==> src/logic/sif_pkg.sv <==
package sif_pkg;

  // clock and time base
  localparam int unsigned CLK_NS      = 40;
  localparam int unsigned MS_NS       = 1000000;
  localparam int unsigned CYC_PER_MS  = MS_NS / CLK_NS;
  localparam int unsigned SYNC_MS     = 40;
  localparam int unsigned DEBOUNCE_MS = 10;

  // geometry
  localparam int unsigned NUM_FUNC = 2;
  localparam int unsigned SEL_W    = 5;
  localparam int unsigned PAIR_W   = 4;
  localparam int unsigned NPAIR    = 10;
  localparam int unsigned TMR_W    = 16;
  localparam int unsigned HOLD_W   = 17;
  localparam int unsigned DEB_W    = 8;
  localparam int unsigned ADDR_W   = 12;
  localparam int unsigned IRQ_W    = 4;

  // register offsets
  localparam logic [ADDR_W-1:0] ADDR_CTRL     = 12'h000;
  localparam logic [ADDR_W-1:0] ADDR_CHG_TIME = 12'h004;
  localparam logic [ADDR_W-1:0] ADDR_RESP     = 12'h008;
  localparam logic [ADDR_W-1:0] ADDR_STATUS   = 12'h00c;
  localparam logic [ADDR_W-1:0] ADDR_IRQ_STAT = 12'h010;
  localparam logic [ADDR_W-1:0] ADDR_IRQ_MASK = 12'h014;

  // control fields and reset values
  localparam int unsigned CTRL_W         = 6;
  localparam int unsigned CTRL_START_LSB = 0;
  localparam int unsigned CTRL_MODE_LSB  = 2;
  localparam logic [CTRL_W-1:0] CTRL_RST     = 6'h02;
  localparam logic [TMR_W-1:0]  CHG_TIME_RST = 16'h0064;
  localparam logic [TMR_W-1:0]  RESP_RST     = 16'h0050;

  // status fields
  localparam int unsigned ST_OUT_LSB   = 0;
  localparam int unsigned ST_FAULT_LSB = 2;
  localparam int unsigned ST_PAIR_LSB  = 4;
  localparam int unsigned ST_LOCK_LSB  = 12;

  // interrupt bits
  localparam int unsigned IRQ_FAULT_LSB = 0;
  localparam int unsigned IRQ_OFF_LSB   = 2;

  localparam logic [PAIR_W-1:0] PAIR_NONE = 4'hf;
  localparam logic [SEL_W-1:0]  SEL_RST   = 5'h01;

  typedef enum logic [1:0] {
    START_AUTO   = 2'b00,
    START_INTLK  = 2'b01,
    START_RELOCK = 2'b10
  } sif_startup_t;

  typedef enum logic [1:0] {
    MODE_FIXED   = 2'b00,
    MODE_OVERLAP = 2'b01,
    MODE_MOMENT  = 2'b10
  } sif_mode_t;

  typedef enum logic {
    CHG_IDLE = 1'b0,
    CHG_RUN  = 1'b1
  } sif_chg_t;

  // selection pattern to pair index, PAIR_NONE when not a legal pattern
  function automatic logic [PAIR_W-1:0] sif_decode_pair(
    input logic [SEL_W-1:0] s);
    case (s)
      5'h01:   sif_decode_pair = 4'h0;
      5'h02:   sif_decode_pair = 4'h1;
      5'h04:   sif_decode_pair = 4'h2;
      5'h08:   sif_decode_pair = 4'h3;
      5'h10:   sif_decode_pair = 4'h4;
      5'h0f:   sif_decode_pair = 4'h5;
      5'h17:   sif_decode_pair = 4'h6;
      5'h1b:   sif_decode_pair = 4'h7;
      5'h1d:   sif_decode_pair = 4'h8;
      5'h1e:   sif_decode_pair = 4'h9;
      default: sif_decode_pair = PAIR_NONE;
    endcase
  endfunction

  function automatic logic [2:0] sif_ones(input logic [SEL_W-1:0] s);
    sif_ones = 3'h0;
    for (int i = 0; i < SEL_W; i++) begin
      sif_ones = sif_ones + {2'h0, s[i]};
    end
  endfunction

endpackage

==> src/logic/sif_interlock_top.sv <==
// Implementation choices: the APB interface to the registers and the register addresses.
`timescale 1ns/1ns
module sif_interlock_top #(
  parameter int unsigned CYC_PER_MS_P = sif_pkg::CYC_PER_MS
) (
  input  wire logic                            clk,
  input  wire logic                            arst_n,
  input  wire logic [sif_pkg::ADDR_W-1:0]      paddr,
  input  wire logic                            psel,
  input  wire logic                            penable,
  input  wire logic                            pwrite,
  input  wire logic [31:0]                     pwdata,
  output logic      [31:0]                     prdata,
  output logic                                 pready,
  output logic                                 pslverr,
  input  wire logic                            reset_button,
  input  wire logic [sif_pkg::SEL_W-1:0]       pair_select_inputs_a,
  input  wire logic [sif_pkg::SEL_W-1:0]       pair_select_inputs_b,
  input  wire logic [sif_pkg::NPAIR-1:0]       field_occupied_a,
  input  wire logic [sif_pkg::NPAIR-1:0]       field_occupied_b,
  output logic                                 safety_switch_output_a,
  output logic                                 safety_switch_output_b,
  output logic                                 diag_fault_a,
  output logic                                 diag_fault_b,
  output logic      [sif_pkg::PAIR_W-1:0]      active_pair_a,
  output logic      [sif_pkg::PAIR_W-1:0]      active_pair_b,
  output logic                                 irq
);
  import sif_pkg::*;

  logic [CTRL_W-1:0]  ctrl;
  logic [TMR_W-1:0]   chg_time;
  logic [TMR_W-1:0]   resp_time;
  logic [IRQ_W-1:0]   irq_stat;
  logic [IRQ_W-1:0]   irq_mask;
  logic [IRQ_W-1:0]   irq_ev;
  logic [31:0]        ms_cnt;
  logic               ms_tick;
  logic               db;
  logic               db_prev;
  logic               armed;
  logic [DEB_W-1:0]   deb_cnt;
  logic               reset_edge;
  sif_startup_t       startup;
  logic               wr_en;
  logic               mapped;
  logic [31:0]        next_rdata;
  logic [SEL_W-1:0]   sel      [NUM_FUNC];
  logic [NPAIR-1:0]   occ      [NUM_FUNC];
  sif_mode_t          mode     [NUM_FUNC];
  sif_chg_t           state    [NUM_FUNC];
  logic [PAIR_W-1:0]  active   [NUM_FUNC];
  logic [PAIR_W-1:0]  prev     [NUM_FUNC];
  logic               hold_old [NUM_FUNC];
  logic [TMR_W-1:0]   chg_tmr  [NUM_FUNC];
  logic [HOLD_W-1:0]  holdoff  [NUM_FUNC];
  logic [SEL_W-1:0]   sel_q    [NUM_FUNC];
  logic               fault    [NUM_FUNC];
  logic               fault_q  [NUM_FUNC];
  logic               viol     [NUM_FUNC];
  logic               trip     [NUM_FUNC];
  logic               locked   [NUM_FUNC];
  logic               out      [NUM_FUNC];
  logic               out_q    [NUM_FUNC];
  assign sel[0]  = pair_select_inputs_a;
  assign sel[1]  = pair_select_inputs_b;
  assign occ[0]  = field_occupied_a;
  assign occ[1]  = field_occupied_b;
  assign startup = sif_startup_t'(ctrl[CTRL_START_LSB +: 2]);
  // millisecond time base shared by every timer
  always_ff @(posedge clk or negedge arst_n) begin
    if (!arst_n) begin
      ms_cnt  <= 32'h0000_0000;
      ms_tick <= 1'b0;
    end else if (ms_cnt >= CYC_PER_MS_P - 1) begin
      ms_cnt  <= 32'h0000_0000;
      ms_tick <= 1'b1;
    end else begin
      ms_cnt  <= ms_cnt + 32'h0000_0001;
      ms_tick <= 1'b0;
    end
  end
  // reset button debounce; armed once the debounced level is low, which it is from reset, so a button
  // held through power-up or stuck high still gives one press once it has been stable for the debounce time
  always_ff @(posedge clk or negedge arst_n) begin
    if (!arst_n) begin
      db      <= 1'b0;
      db_prev <= 1'b0;
      armed   <= 1'b0;
      deb_cnt <= 8'h00;
    end else begin
      db_prev <= db;
      if (!db) begin
        armed <= 1'b1;
      end
      if (reset_button == db) begin
        deb_cnt <= 8'h00;
      end else if (ms_tick) begin
        if (deb_cnt >= DEB_W'(DEBOUNCE_MS - 1)) begin
          db      <= reset_button;
          deb_cnt <= 8'h00;
        end else begin
          deb_cnt <= deb_cnt + 8'h01;
        end
      end
    end
  end
  assign reset_edge = db & ~db_prev & armed;

  // per protective function; both share the same changeover rules
  for (genvar f = 0; f < NUM_FUNC; f++) begin : g_func
    logic [PAIR_W-1:0] dec;
    logic [2:0]        n_on;
    logic [SEL_W-1:0]  new_bits;
    logic [HOLD_W-1:0] hold_load;
    assign mode[f]   = sif_mode_t'(ctrl[CTRL_MODE_LSB + 2*f +: 2]);
    assign dec       = sif_decode_pair(sel[f]);
    assign n_on      = sif_ones(sel[f]);
    assign new_bits  = sel[f] & ~(SEL_RST << active[f]);
    assign hold_load = {1'b0, resp_time} + HOLD_W'(SYNC_MS);
    // old pair stays watched in overlap; new pair ignored during holdoff
    assign viol[f] = ((holdoff[f] == '0) & occ[f][active[f]]) |
                     (hold_old[f] & occ[f][prev[f]]);
    assign trip[f] = viol[f] | fault[f];
    // changeover supervision
    always_ff @(posedge clk or negedge arst_n) begin
      if (!arst_n) begin
        state[f]    <= CHG_IDLE;
        active[f]   <= 4'h0;
        prev[f]     <= 4'h0;
        hold_old[f] <= 1'b0;
        chg_tmr[f]  <= 16'h0000;
        holdoff[f]  <= 17'h00000;
        sel_q[f]    <= SEL_RST;
        fault[f]    <= 1'b0;
      end else begin
        if (ms_tick && chg_tmr[f] != '0) begin
          chg_tmr[f] <= chg_tmr[f] - 16'h0001;
        end
        if (ms_tick && holdoff[f] != '0) begin
          holdoff[f] <= holdoff[f] - 17'h00001;
        end
        // clear first so a fault raised in the same cycle survives
        if (reset_edge) begin
          fault[f] <= 1'b0;
        end
        case (mode[f])
          MODE_FIXED: begin
            active[f]   <= 4'h0;
            hold_old[f] <= 1'b0;
            state[f]    <= CHG_IDLE;
          end
          MODE_OVERLAP: begin
            if (n_on == 3'h1 && dec < 4'h5) begin
              if (dec != active[f]) begin
                prev[f]    <= active[f];
                active[f]  <= dec;
                holdoff[f] <= hold_load;
              end
              hold_old[f] <= 1'b0;
              state[f]    <= CHG_IDLE;
            end else if (n_on == 3'h2 && state[f] == CHG_IDLE &&
                         new_bits != sel[f]) begin
              // new pair joins while the old one stays selected
              state[f]    <= CHG_RUN;
              chg_tmr[f]  <= chg_time;
              prev[f]     <= active[f];
              active[f]   <= sif_decode_pair(new_bits);
              hold_old[f] <= 1'b1;
              holdoff[f]  <= hold_load;
            end else if (n_on == 3'h2 && state[f] == CHG_RUN) begin
              if (chg_tmr[f] == '0) begin
                fault[f] <= 1'b1;
              end
            end else begin
              fault[f] <= 1'b1;
            end
          end
          MODE_MOMENT: begin
            if (sel[f] != sel_q[f]) begin
              sel_q[f]   <= sel[f];
              state[f]   <= CHG_RUN;
              chg_tmr[f] <= chg_time;
            end else if (state[f] == CHG_RUN && chg_tmr[f] == '0) begin
              state[f] <= CHG_IDLE;
              if (dec == PAIR_NONE) begin
                fault[f] <= 1'b1;
              end else if (dec != active[f]) begin
                prev[f]    <= active[f];
                active[f]  <= dec;
                holdoff[f] <= hold_load;
              end
            end
            hold_old[f] <= 1'b0;
          end
          default: begin
            fault[f] <= 1'b1;
          end
        endcase
      end
    end
    // start and restart lockout
    always_ff @(posedge clk or negedge arst_n) begin
      if (!arst_n) begin
        locked[f] <= 1'b1;
      end else begin
        case (startup)
          START_AUTO: begin
            locked[f] <= 1'b0;
          end
          START_INTLK: begin
            if (reset_edge && !trip[f]) begin
              locked[f] <= 1'b0;
            end
          end
          START_RELOCK: begin
            if (trip[f]) begin
              locked[f] <= 1'b1;
            end else if (reset_edge) begin
              locked[f] <= 1'b0;
            end
          end
          default: begin
            locked[f] <= 1'b1;
          end
        endcase
      end
    end
    // output drive and edge history for the event bits
    always_ff @(posedge clk or negedge arst_n) begin
      if (!arst_n) begin
        out[f]     <= 1'b0;
        out_q[f]   <= 1'b0;
        fault_q[f] <= 1'b0;
      end else begin
        out[f]     <= ~locked[f] & ~trip[f];
        out_q[f]   <= out[f];
        fault_q[f] <= fault[f];
      end
    end
    assign irq_ev[IRQ_FAULT_LSB + f] = fault[f] & ~fault_q[f];
    assign irq_ev[IRQ_OFF_LSB + f]   = out_q[f] & ~out[f];

  end
  assign safety_switch_output_a = out[0];
  assign safety_switch_output_b = out[1];
  assign diag_fault_a           = fault[0];
  assign diag_fault_b           = fault[1];
  assign active_pair_a          = active[0];
  assign active_pair_b          = active[1];
  // apb slave: zero wait states, read data latched in the setup phase
  assign wr_en   = psel & penable & pwrite;
  assign mapped  = (paddr == ADDR_CTRL) || (paddr == ADDR_CHG_TIME) ||
                   (paddr == ADDR_RESP) || (paddr == ADDR_STATUS) ||
                   (paddr == ADDR_IRQ_STAT) || (paddr == ADDR_IRQ_MASK);
  assign pready  = 1'b1;
  assign pslverr = psel & penable & ~mapped;
  // read mux
  always_comb begin
    next_rdata = 32'h0000_0000;
    case (paddr)
      ADDR_CTRL:     next_rdata[CTRL_W-1:0] = ctrl;
      ADDR_CHG_TIME: next_rdata[TMR_W-1:0]  = chg_time;
      ADDR_RESP:     next_rdata[TMR_W-1:0]  = resp_time;
      ADDR_STATUS: begin
        next_rdata[ST_OUT_LSB +: 2]   = {out[1], out[0]};
        next_rdata[ST_FAULT_LSB +: 2] = {fault[1], fault[0]};
        next_rdata[ST_PAIR_LSB +: 8]  = {active[1], active[0]};
        next_rdata[ST_LOCK_LSB +: 2]  = {locked[1], locked[0]};
      end
      ADDR_IRQ_STAT: next_rdata[IRQ_W-1:0] = irq_stat;
      ADDR_IRQ_MASK: next_rdata[IRQ_W-1:0] = irq_mask;
      default:       next_rdata = 32'h0000_0000;
    endcase
  end
  always_ff @(posedge clk or negedge arst_n) begin
    if (!arst_n) begin
      prdata <= 32'h0000_0000;
    end else if (psel && !penable && !pwrite) begin
      prdata <= next_rdata;
    end
  end
  // configuration registers; changeover time and response time in ms
  always_ff @(posedge clk or negedge arst_n) begin
    if (!arst_n) begin
      ctrl      <= CTRL_RST;
      chg_time  <= CHG_TIME_RST;
      resp_time <= RESP_RST;
      irq_mask  <= 4'h0;
    end else if (wr_en) begin
      case (paddr)
        ADDR_CTRL:     ctrl      <= pwdata[CTRL_W-1:0];
        ADDR_CHG_TIME: chg_time  <= pwdata[TMR_W-1:0];
        ADDR_RESP:     resp_time <= pwdata[TMR_W-1:0];
        ADDR_IRQ_MASK: irq_mask  <= pwdata[IRQ_W-1:0];
        default:       ctrl      <= ctrl;
      endcase
    end
  end
  // sticky events, write one to clear; a new event beats the clear
  always_ff @(posedge clk or negedge arst_n) begin
    if (!arst_n) begin
      irq_stat <= 4'h0;
    end else if (wr_en && paddr == ADDR_IRQ_STAT) begin
      irq_stat <= (irq_stat & ~pwdata[IRQ_W-1:0]) | irq_ev;
    end else begin
      irq_stat <= irq_stat | irq_ev;
    end
  end
  assign irq = |(irq_stat & irq_mask);
endmodule // sif_interlock_top

==> config.mk <==
export PLATFORM = sky130hd
export DESIGN_NAME = sif_interlock_top
export DESIGN_NICKNAME = d
export VERILOG_FILES = /design/src/logic/sif_pkg.sv /design/src/logic/sif_interlock_top.sv
export SDC_FILE = /design/constraint.sdc
export NUM_CORES = 1
export LEC_CHECK = 0
export BUFFER_PORTS_ARGS = -buffer_cell sky130_fd_sc_hd__clkbuf_2
export CAP_MARGIN = 30
export CORE_UTILIZATION = 65
export CTS_CLUSTER_DIAMETER = 120
export DETAILED_ROUTE_END_ITERATION = 8
export PLACE_DENSITY = 0.87
export REMOVE_ABC_BUFFERS = 1
export SYNTH_ARGS = -nofsm -noshare
export SYNTH_HDL_FRONTEND = slang
export SYNTH_SLANG_ARGS = --single-unit
==> constraint.sdc <==
create_clock -name clk -period 6.6 [get_ports clk]
set_clock_uncertainty 0.2 [all_clocks]
set_input_delay 0.99 -clock clk [delete_from_list [all_inputs] [get_ports clk]]
set_output_delay 0.99 -clock clk [all_outputs]
set_load 0.01 [all_outputs]
After elaboration in Yosys (flattened, before gate mapping)

Memory sizes are Yosys's and may differ from the RTL's.
Cells that the tools add are included.
W data, S select, Z words.

Flip-flop bits (word level): 212
ROM bits: 512
Input bits: 80
Output and inout bits: 47
Logic and storage cells: 320
Memories kept: 4

Memories:

| memory           | depth | bits a word | rd ports | clocked after memory_dff | write ports | line          | source |
|---|---|---|---|---|---|---|---|
| (name not given) | 32    | 4           | 1        | 0                        | 0           | sif_pkg.sv:70 | `case (s)` |
| (name not given) | 32    | 4           | 1        | 0                        | 0           | sif_pkg.sv:70 |  |
| (name not given) | 32    | 4           | 1        | 0                        | 0           | sif_pkg.sv:70 |  |
| (name not given) | 32    | 4           | 1        | 0                        | 0           | sif_pkg.sv:70 |  |

Add/sub/neg operators: 15
$lt $le $gt $ge: 8
Equality and inequality tests: 38
Shift-type cells: 2
Mux-type cells: 109
Bitwise logic cells: 41
Reduce and logical (&&, ||, !) cells: 67

Operators by type and width:

| cell                    | number |
|---|---|
| $mux W17                | 14 |
| $mux W16                | 8 |
| $mux W4                 | 25 |
| $pmux W17 S2            | 2 |
| $pmux W16 S2            | 2 |
| $logic_not A17 Y1       | 2 |
| $mux W1                 | 34 |
| $reduce_bool A17 Y1     | 2 |
| $sub A17 B1 Y17 const B | 2 |
| $add A32 B1 Y32 const B | 1 |
| $ge A32 B15 Y1 const B  | 1 |
| $logic_not A16 Y1       | 2 |
| $mux W32                | 1 |
| $reduce_bool A16 Y1     | 2 |
| $sub A16 B1 Y16 const B | 2 |
| $eq A12 B4 Y1 const B   | 2 |
| $eq A12 B5 Y1 const B   | 2 |
| $mux W8                 | 3 |
| $pmux W4 S3             | 2 |
| $pmux W4 S6             | 1 |
| $pmux W8 S3             | 1 |
| $lt A4 B5 Y1 const B    | 4 |
| $ne A5 B5 Y1            | 4 |
| $reduce_and A2 Y1       | 10 |
| 43 further kinds        | 151 |

Depth between registers and ports, before layout

Gate-level depths: netlist of run 1.

Depth in word-level cells: 10
Mapped depth: 15
Depth with buffers taken out: 13

Least setup slack after synthesis of run 1

Ideal clock, no wire load.

Path type: input-to-reg
Start: in pair_select_inputs_b[3] in the netlist's numbering
End: reg prev[1] in the netlist's numbering
Library setup time: 0.125 ns
Data arrival time: 4.116 ns
Required time: 6.275 ns
Setup slack: 2.159 ns
Stages: 13
Buffers on the path: 2
Path through: buf_6 buf_2 inv_1 fa_1 inv_1 fa_1 ha_1 nor2_1 nand2_1 nor4b_2 nor2_1 a2111oi_4 mux2_2

Word-level cells in the longest chain between the ends: 7
Elaborated cells between the ends (all ways): 24
Those cells by class: add/sub: 2; order compare: 1; eq/ne: 9; mux: 6; bitwise: 1; reduce/logical: 4; memory: 1

Ends and longest elaborated chain:

| what                                                                | line                                                              | source |
|---|---|---|
| from (decl)                                                         | sif_interlock_top.sv:18                                           | `input wire logic [sif_pkg::SEL_W-1:0] pair_select_inputs_b,` |
| $add A3 B1 Y3 / $mem_v2 Z32 W4 (equally long branches)              | -                                                                 |  |
| $add A3 B1 Y3 / $ne A4 B4 Y1 (equally long branches)                | sif_pkg.sv:88, sif_interlock_top.sv:155, sif_interlock_top.sv:188 |  |
| $eq A3 B2 Y1 / $mux W4 (equally long branches)                      | -                                                                 |  |
| $logic_and A1 B1 Y1 / $mux W4 (equally long branches) (2 in series) | -                                                                 |  |
| $ne A3 B3 Y1 (no line) / $mux W4 (equally long branches)            | -                                                                 |  |
| $reduce_and A5 Y1 (no line) / $pmux W4 S2 (equally long branches)   | -                                                                 |  |
| to (signal, indexed assignment)                                     | sif_interlock_top.sv:156                                          | `prev[f] <= active[f];` |
| to (signal, indexed assignment)                                     | sif_interlock_top.sv:167                                          | `prev[f] <= active[f];` |
| to (signal, indexed assignment)                                     | sif_interlock_top.sv:189                                          | `prev[f] <= active[f];` |
| to (decl)                                                           | sif_interlock_top.sv:53                                           | `logic [PAIR_W-1:0] prev [NUM_FUNC];` |

Several ways; a longest one is shown, not always the timed one. The select of a mux whose other input is x is not followed.
A chain may end at the register's enable or synchronous reset.

Final worst setup path of run 1

Start: in pair_select_inputs_b[3] in the netlist's numbering
End: reg prev[2] in the netlist's numbering

The elaborated chain is that of the path after synthesis.

==> impl_metrics.tcl, run 1 <==
set metrics [dict create \
    fp.dieW_um 142 \
    grt_pass1_wl_mm 53.0 \
    p_clk_frac 0.366 \
    cts_tree "built" \
    max_slew.worst_pin.slew_ns 0.961 \
    overflow 0 \
    dpl-instance-area_um2 13500 \
    die_area_um2 20300 \
    core.rowCount 51 \
    die_h_um 142 \
    crit_path_end_kind "register" \
    power_frac_comb 0.168 \
    synth-async-reset-ratio 1.00 \
    hpwlAfterDp_mm 22.5 \
    grt_pass1_vias 10500 \
    hold_start "fault_q[1]" \
    drcViolationCount 0 \
    worstSetupStartpointType "input port" \
    cts_sinks 212 \
    wl_per_cell_um 19.0 \
    yosys_warnings 0 \
    min_path_type "reg -> reg" \
    cp.arrival_ns 4.58 \
    syn-cell-area_um2 12800 \
    regArea_um2 5320 \
    place.gp.congestion 0.871 \
    cts_made_buffers 22 \
    path_class "in -> reg" \
    synth_edf_count 0 \
    max_freq_ghz 0.228 \
    internal_power_mw 2.46 \
    antenna_left 0 \
    drv_cap 0 \
    ctsResizeCount 0 \
    power.density_nw_per_um2 242 \
    slew_headroom 0.359 \
    multi_input_area_um2 7090 \
    seq_power_share 0.466 \
    ys_seq_elements 212 \
    rsz0062_at_grt "false" \
    cts_setup_buffers 0 \
    placed_cells 1680 \
    period_needed_ns 4.39 \
    fillerInstances 1386 \
    areaGrowthSynthToFinish_pct 11.0 \
    r2r_start "active_pair_a[0]" \
    totalWireLength_mm 32.6 \
    final_area_um2 14200 \
    cts.clk_slew.worst_paths_ns 0.06 \
    finalCritPeriodShare 0.665 \
    drtIter0Drc 901 \
    place_ws_ns 1.76 \
    post_synth_num_cell_types 84 \
    startpoint "pair_select_inputs_b[3]" \
    final_common_cell "dfrtp_1" \
    core_um2 19400 \
    status "completed" \
    vias_per_cell 6.31 \
    grt_use_total 0.330 \
    setup_ws_ns 2.21 \
    ctsHoldBuffers 0 \
    power_leakage_nw 6.08 \
    insertion_delay_ns 0.52 \
    final.setup.tns_ns 0 \
    seq_area_frac_synth 0.414 \
    hold_slack_ns 0.228 \
    fin_total_pwr_mw 3.45 \
    firstDrtPassIters 7 \
    antenna_found_initial 1 \
    syn_inst 1346 \
    htreeDepth 1 \
    critPathMaxFanout 16 \
    syn_avg_cell_area_um2 9.53 \
    finalMaxSlewViolations 0 \
    start_util 0.661 \
    swShare 0.288 \
    final_cell_mix "202 x dfrtp_1, 147 x nand2_1, 126 x nor2_1" \
    peakVddDrop_uv 181 \
    hold_viol 0 \
    grt_max_degree 92 \
    portBuffers 93 \
    final_layout_size_suffix_gt1_frac 0.170 \
    vias 10800 \
    clockBufferDepth 3 \
    required_ns 6.79 \
    synth_ff_type "dfrtp_1" \
    switchingPower_mw 0.996 \
    ctsRootBufferMaster "clkbuf_16" \
    fin_cells 1720 \
    final_core_util 0.734 \
    fin_nets 1559 \
    setup_viol 0 \
    ioPinCount 127 \
]
[power groups by stage]
stage	clock, mW	combinational (mW)	sequential, mW
6_report	1.26	0.581	1.61
5_1_grt	1.33	0.645	1.62
4_1_cts	1.27	0.574	1.60
3_5_place_dp	0	0.563	1.62
3_3_place_gp	0	0.534	1.61
2_1_floorplan	0	0.389	1.59
[final cells by class]
| class | count | share of cell area |
|---|---|---|
| repair buffers | 103 | 0.0384 |
| clock inverters | 7 | 0.00677 |
| well taps | 265 | 0.0233 |
| clock buffers | 32 | 0.0448 |
| inverters | 57 | 0.0150 |
| diodes | 1 | 0.000176 |
| multi-input cells | 1043 | 0.498 |
| flip-flops and latches | 212 | 0.373 |
[layer usage]
layer / global-route usage / share of wire / wire [um]
met2: 0.539 / 0.47 / 15400
met3: 0.0609 / 0.087 / 2850
met4: 0.139 / 0.036 / 1190
met1: 0.433 / 0.40 / 13200
met5: 0 / 0 / 0
[Yosys cell counts, types with 5 or more instances]
cell type | instances | share of area
mux4_2 | 8 | 0.014
o221ai_1 | 13 | 0.0089
ha_1 | 36 | 0.035
o21ai_0 | 73 | 0.028
mux2_2 | 66 | 0.058
nand2_1 | 147 | 0.043
and3_1 | 10 | 0.0049
or2_2 | 7 | 0.0034
clkbuf_1 | 36 | 0.011
nor4b_1 | 5 | 0.0034
nand3_1 | 34 | 0.013
or3_1 | 14 | 0.0068
a22oi_1 | 9 | 0.0053
mux2i_1 | 46 | 0.036
nor4_1 | 24 | 0.012
or4_1 | 10 | 0.0059
inv_1 | 57 | 0.017
nand4_1 | 16 | 0.0078
o21a_1 | 6 | 0.0035
nand3b_1 | 8 | 0.0047
o211ai_1 | 8 | 0.0047
nor2_1 | 126 | 0.037
a31oi_1 | 11 | 0.0054
dfstp_2 | 10 | 0.020
buf_2 | 6 | 0.0023
a211o_1 | 7 | 0.0048
xor2_1 | 38 | 0.026
nor3_1 | 28 | 0.011
nand2b_1 | 13 | 0.0063
o22ai_1 | 30 | 0.015
buf_4 | 18 | 0.011
and2_1 | 12 | 0.0059
xnor2_1 | 62 | 0.042
a21oi_1 | 53 | 0.021
dfrtp_1 | 202 | 0.39
nor2b_1 | 9 | 0.0044
and4_1 | 5 | 0.0034
[cell families after synthesis]
group / after synthesis / synth area share
and+or+nand+nor: 489 / 0.189
AOI/OAI and AO/OA: 257 / 0.132
DFF: 212 / 0.414
muxes: 123 / 0.111
buffers and inverters: 123 / 0.0430
xor gates and xnor gates: 100 / 0.0683
adders and majority gates: 40 / 0.0413
other: 2 / 0.000585
[path summary, 6_finish.rpt]
kind                                     to  slack (ns)  depth (start not counted)
worst max-delay path                prev[2]        2.21                         12
worst min-delay path            irq_stat[0]        0.23                          1
worst max register to register  holdoff[22]        3.10                          6
worst min register to register  irq_stat[0]        0.23                          1
max in group asynchronous       holdoff[16]        4.44                          2
min in group asynchronous           ms_tick        0.33                          1
[worst max-delay path, cell delays in order]
cell       delay [ns]
clkbuf_2         0.29
inv_1            0.16
fa_1             0.51
inv_1            0.05
fa_1             0.36
ha_1             0.32
nor2_1           0.09
nand2_1          0.07
nor4b_2          0.64
nor2_1           0.23
a2111oi_4        0.48
mux2_2           0.38
[sequential cells by signal, indices dropped and copies added, names as in the netlist, 6 cells and up]
name	cells
prev	8
deb_cnt	8
holdoff	34
chg_time	16
sel_q	10
prdata	16
chg_tmr	32
ctrl	6
resp_time	16
ms_cnt	32
No activity file was read; power rests on OpenSTA's default activity.
==> run 2: changes to the inputs <==
Settings changed: CORE_UTILIZATION 65 to 54, PLACE_DENSITY 0.87 to 0.77.
Clock period 6.6 ns to 3.8 ns, I/O delays scaled along.
==> run 2 against run 1 <==
Against the previous run: sequential power increased by 73%; cell count increased by 6.0%; global-route usage decreased by 6.2 points; flip-flop and latch count unchanged; count of clock-buffer cells in the layout decreased by 1; worst setup slack got worse by 1.8 ns; largest power group unchanged; core utilization decreased by 9.9 points; hold slack got worse by 0.13 ns; critical path depth unchanged; total power increased by 87%.
==> impl_metrics.tcl, run 2 (synthesis gave the netlist of run 1 again) <==
set metrics [dict create \
    status "completed" \
    dpl-instance-area_um2 13900 \
    overflow 0 \
    wl_per_cell_um 17.6 \
    slew_headroom 0.457 \
    max_slew.worst_pin.slew_ns 0.815 \
    max_freq_ghz 0.292 \
    finalCritPeriodShare 0.901 \
    fillerInstances 1895 \
    drv_cap 0 \
    vias_per_cell 5.85 \
    ctsRootBufferMaster "clkbuf_16" \
    hpwlAfterDp_mm 23.2 \
    areaGrowthSynthToFinish_pct 15.8 \
    drcViolationCount 0 \
    critPathMaxFanout 10 \
    slowest_delay_ns 0.51 \
    cp.arrival_ns 3.61 \
    fp.dieW_um 156 \
    cts_tree "built" \
    top_regs "holdoff (34), chg_tmr (32), ms_cnt (32)" \
    final_cell_mix "202 x dfrtp_1, 147 x nand2_1, 126 x nor2_1" \
    place.gp.congestion 0.870 \
    worstSetupStartpointType "input port" \
    portBuffers 93 \
    holdPathEnd "resp_time[15]" \
    core.rowCount 56 \
    cts_sinks 212 \
    antenna_found_initial 1 \
    fin_cells 1823 \
    multi_input_area_um2 7090 \
    finalMaxSlewViolations 0 \
    die_h_um 156 \
    vias 10700 \
    grt_max_degree 88 \
    insertion_delay_ns 0.52 \
    ioPinCount 127 \
    hold_start "pwdata[15]" \
    cts.clk_slew.worst_paths_ns 0.06 \
    die_area_um2 24400 \
    grt_pass1_wl_mm 52.3 \
    setup_viol 0 \
    final_layout_size_suffix_gt1_frac 0.197 \
    antenna_left 0 \
    power.density_nw_per_um2 434 \
    final_area_um2 14900 \
    regArea_um2 5320 \
    final_common_cell "dfrtp_1" \
    crit_path_end_kind "register" \
    r2r_end "holdoff[21]" \
    core_um2 23400 \
    placed_cells 1780 \
    final_core_util 0.635 \
    diodes 0 \
    htreeDepth 1 \
    start_util 0.548 \
    drtIter0Drc 833 \
    hold_viol 0 \
    min_path_type "in -> reg" \
    fin_nets 1607 \
    startpoint "pair_select_inputs_b[0]" \
    path_class "in -> reg" \
    grt_use_total 0.268 \
    rrSetupSlack_ns 0.47 \
    crit_family "compound AO/OA/AOI/OAI gates" \
    rsz0062_at_grt "false" \
    firstDrtPassIters 5 \
    cp.buffers_inverters 3 \
    peakVddDrop_uv 282 \
    required_ns 3.99 \
    largest_reg_flops 34 \
    ctsResizeCount 0 \
    slowest_stage "or4_4" \
    totalWireLength_mm 32.2 \
    clockBufferDepth 3 \
    power_leakage_nw 6.38 \
    period_needed_ns 3.42 \
    cts_made_buffers 23 \
    r2r_start "chg_tmr[16]" \
    min_path_cells 2 \
    grt_pass1_vias 10400 \
    fin_total_pwr_mw 6.45 \
    path_cells "clkbuf_2, inv_1, ha_1, mux2_2, a221o_1, xnor2_1, or4_4, o21a_1, or2_1, buf_4, a2bb2oi_4, o22ai_1" \
    regMostFlops "holdoff" \
    reg2reg_depth 11 \
]
-- run 2: cell types whose count changed in the layout (fill, tap and decap cells not counted), sizes merged --
cell         delta
buf            +46
diode           -1
clkinvlp        +1
bufinv          +5
inv             +2
clkbuf          -1
dlygate4sd3     +1
clkinv          -4
-- run 2: worst reg2reg max path: cells and delay by family (launching register included) --
family,cells,cell delay (ns)
compound gates,4,0.66
buf+inv,2,0.29
simple gates,4,1.44
fa+ha+maj,1,0.19
flops,1,0.40
-- run 2: stage by stage --
step,setup slack (ns),hold WS (ns),TNS (ns)
after floorplan,0.0278,0.0744,0
after global placement,-0.0395,0.207,-0.353
after detailed placement,-0.0891,0.218,-1.31
after CTS,0.414,0.0858,0
after global routing,0.231,0.100,0
final,0.378,0.100,0
-- run 2: final cells by class --
type                    instances  share of cell area
clock buffers                  31              0.0435
clock inverters                11              0.0171
inverters                      57              0.0144
multi-input cells            1043               0.477
flip-flops and latches        212               0.358
well taps                     319              0.0269
repair buffers                150              0.0626
-- run 2: what timing repair did --
item                                   in CTS  in global routing
hold buffers                                1                  0
setup buffers                               0                  0
endpoints found under the hold margin      75                  0
-- run 2: report_power, final --
part	leakage, nW	internal (mW)	switching [mW]
combinational	3.44	0.474	0.558
clock	0.436	1.68	0.949
sequential	2.50	2.52	0.267
total	6.38	4.67	1.77
-- run 2: how the worst max path moves through the flow --
| stage | slack (ns) | cells after the start | to |
|---|---|---|---|
| 6_report | 0.38 | 12 | holdoff[7] |
| 5_1_grt | 0.23 | 12 | holdoff[21] |
| 4_1_cts | 0.41 | 12 | holdoff[7] |
| 3_5_place_dp | -0.09 | 12 | holdoff[7] |
| 3_3_place_gp | -0.04 | 12 | holdoff[29] |
| 2_1_floorplan | 0.03 | 11 | prev[1] |
-- run 2: per-layer routing --
metal  track usage  wire length, um  up-vias
li1              -                -     5049
met1         0.366            14300     5172
met2         0.448            15300      380
met3        0.0289             1830       60
met4        0.0817              774        2
met5             0               13        -
==> run 3: changes to the inputs <==
Settings changed: CORE_MARGIN set to 2, PLACE_DENSITY 0.77 to 0.74.
==> run 3 against run 2 <==
Against the previous run: critical path depth unchanged; worst setup slack worse by 0.029 ns; cell count up 0.22%; register-to-register slack about the same; sequential share of layout area up 0.23 points; combinational power about the same; design area down 0.63%; critical endpoint is now holdoff[20]; highest routed layer unchanged.
==> impl_metrics.tcl, run 3 (synthesis gave the netlist of run 1 again) <==
set metrics [dict create \
    final.setup.tns_ns 0 \
    cts_sinks 212 \
    portBuffers 93 \
    place.gp.congestion 0.882 \
    cts_tree "built" \
    hpwlAfterDp_mm 23.5 \
    fin_nets 1610 \
    htreeDepth 1 \
    drtIter0Drc 735 \
    place_ws_ns -0.110 \
    largest_reg_flops 34 \
    ctsRootBufferMaster "clkbuf_16" \
    vias_per_cell 5.83 \
    cp.arrival_ns 3.62 \
    core.rowCount 56 \
    hold_slack_ns 0.111 \
    areaGrowthSynthToFinish_pct 15.0 \
    fp.dieW_um 158 \
    placed_cells 1782 \
    power.density_nw_per_um2 415 \
    period_needed_ns 3.45 \
    grt_use_total 0.258 \
    overflow 0 \
    ioPinCount 127 \
    cts_made_buffers 24 \
    slew_headroom 0.539 \
    final_layout_size_suffix_gt1_frac 0.200 \
    totalWireLength_mm 32.2 \
    start_util 0.548 \
    peakVddDrop_uv 270 \
    status "completed" \
    final_area_um2 14800 \
    finalMaxSlewViolations 0 \
    max_slew.worst_pin.slew_ns 0.686 \
    antenna_left 0 \
    diodes 0 \
    r2r_start "chg_tmr[16]" \
    max_freq_ghz 0.290 \
    crit_path_end_kind "register" \
    setup_ws_ns 0.349 \
    finalCritPeriodShare 0.908 \
    core_um2 23400 \
    drcViolationCount 0 \
    rsz0062_at_grt "false" \
    worstSetupStartpointType "input port" \
    antenna_found_initial 1 \
    grt_pass1_wl_mm 51.7 \
    min_path_type "in -> reg" \
    final_core_util 0.631 \
    die_h_um 158 \
    fin_cells 1827 \
    cts_setup_buffers 0 \
    hold_viol 0 \
    r2r_end "holdoff[20]" \
    holdPathEnd "chg_time[9]" \
    grt_pass1_vias 10200 \
    insertion_delay_ns 0.51 \
    regMostFlops "holdoff" \
    wl_per_cell_um 17.6 \
    hold_start "pwdata[9]" \
    drv_cap 0 \
    path_class "in -> reg" \
    grt_max_degree 78 \
    reg2reg_depth 11 \
    cts.clk_slew.worst_paths_ns 0.06 \
    top_regs "holdoff (34), chg_tmr (32), ms_cnt (32)" \
    dpl-instance-area_um2 13900 \
    final_common_cell "dfrtp_1" \
    power_leakage_nw 6.34 \
    die_area_um2 25000 \
    fin_total_pwr_mw 6.12 \
    rrSetupSlack_ns 0.48 \
    critPathMaxFanout 9 \
    clockBufferDepth 3 \
    vias 10700 \
    final_cell_mix "202 x dfrtp_1, 147 x nand2_1, 126 x nor2_1" \
    firstDrtPassIters 8 \
    required_ns 3.96 \
    setup_viol 0 \
    min_path_cells 2 \
]
## run 3: cell types whose count changed in the layout (fill, tap and decap cells not counted), sizes merged
cell	delta
buf	+2
bufinv	-6
clkbuf	+2
clkinv	+4
clkinvlp	+3
inv	-1
## run 3: area by class of cell
cell class / instances / area, um^2
Sequential cell: 212 / 5320
Clock buffer: 33 / 706
Multi-Input combinational cell: 1043 / 7090
Fill cell: 1982 / 8650
Tap cell: 319 / 399
Inverter: 57 / 214
Clock inverter: 11 / 97.6
Timing Repair Buffer: 152 / 932
## run 3: worst max path at each step
stage,start,to,slack [ns],depth (start not counted)
after floorplan,pair_select_inputs_b[0],prev[1],0.03,11
after global routing,pair_select_inputs_a[1],holdoff[20],0.22,12
after CTS,pair_select_inputs_a[1],holdoff[20],0.40,12
final,pair_select_inputs_a[1],holdoff[20],0.35,12
after detailed placement,pair_select_inputs_a[1],holdoff[20],-0.11,12
after global placement,pair_select_inputs_a[1],holdoff[28],-0.03,12
## run 3: metal layers
| layer | vias up | global-route usage | part of all wire | wire (um) |
|---|---|---|---|---|
| li1 | 5072 | - | - | - |
| met1 | 5140 | 0.356 | 0.44 | 14300 |
| met2 | 383 | 0.425 | 0.46 | 14700 |
| met3 | 63 | 0.0402 | 0.072 | 2330 |
| met4 | 2 | 0.0746 | 0.026 | 823 |
| met5 | - | 0 | 0.00040 | 13 |
## run 3: power by group
group          switching [mW]  internal, mW
Sequential              0.262          2.52
Combinational           0.550         0.472
Clock                   0.948          1.37
## run 3: worst max-delay path, stage by stage
cell      delay [ns]
clkbuf_2        0.09
inv_1           0.14
fa_1            0.46
fa_1            0.38
inv_1           0.07
ha_1            0.24
or4_1           0.57
a211oi_1        0.29
buf_4           0.18
o31ai_2         0.07
nor2_2          0.39
o22ai_1         0.17
## run 3: timing repair
| item | in CTS | in global routing |
|---|---|---|
| resized for setup | 0 | 0 |
| endpoints found under the hold margin | 72 | 0 |
| hold buffers | 1 | 0 |
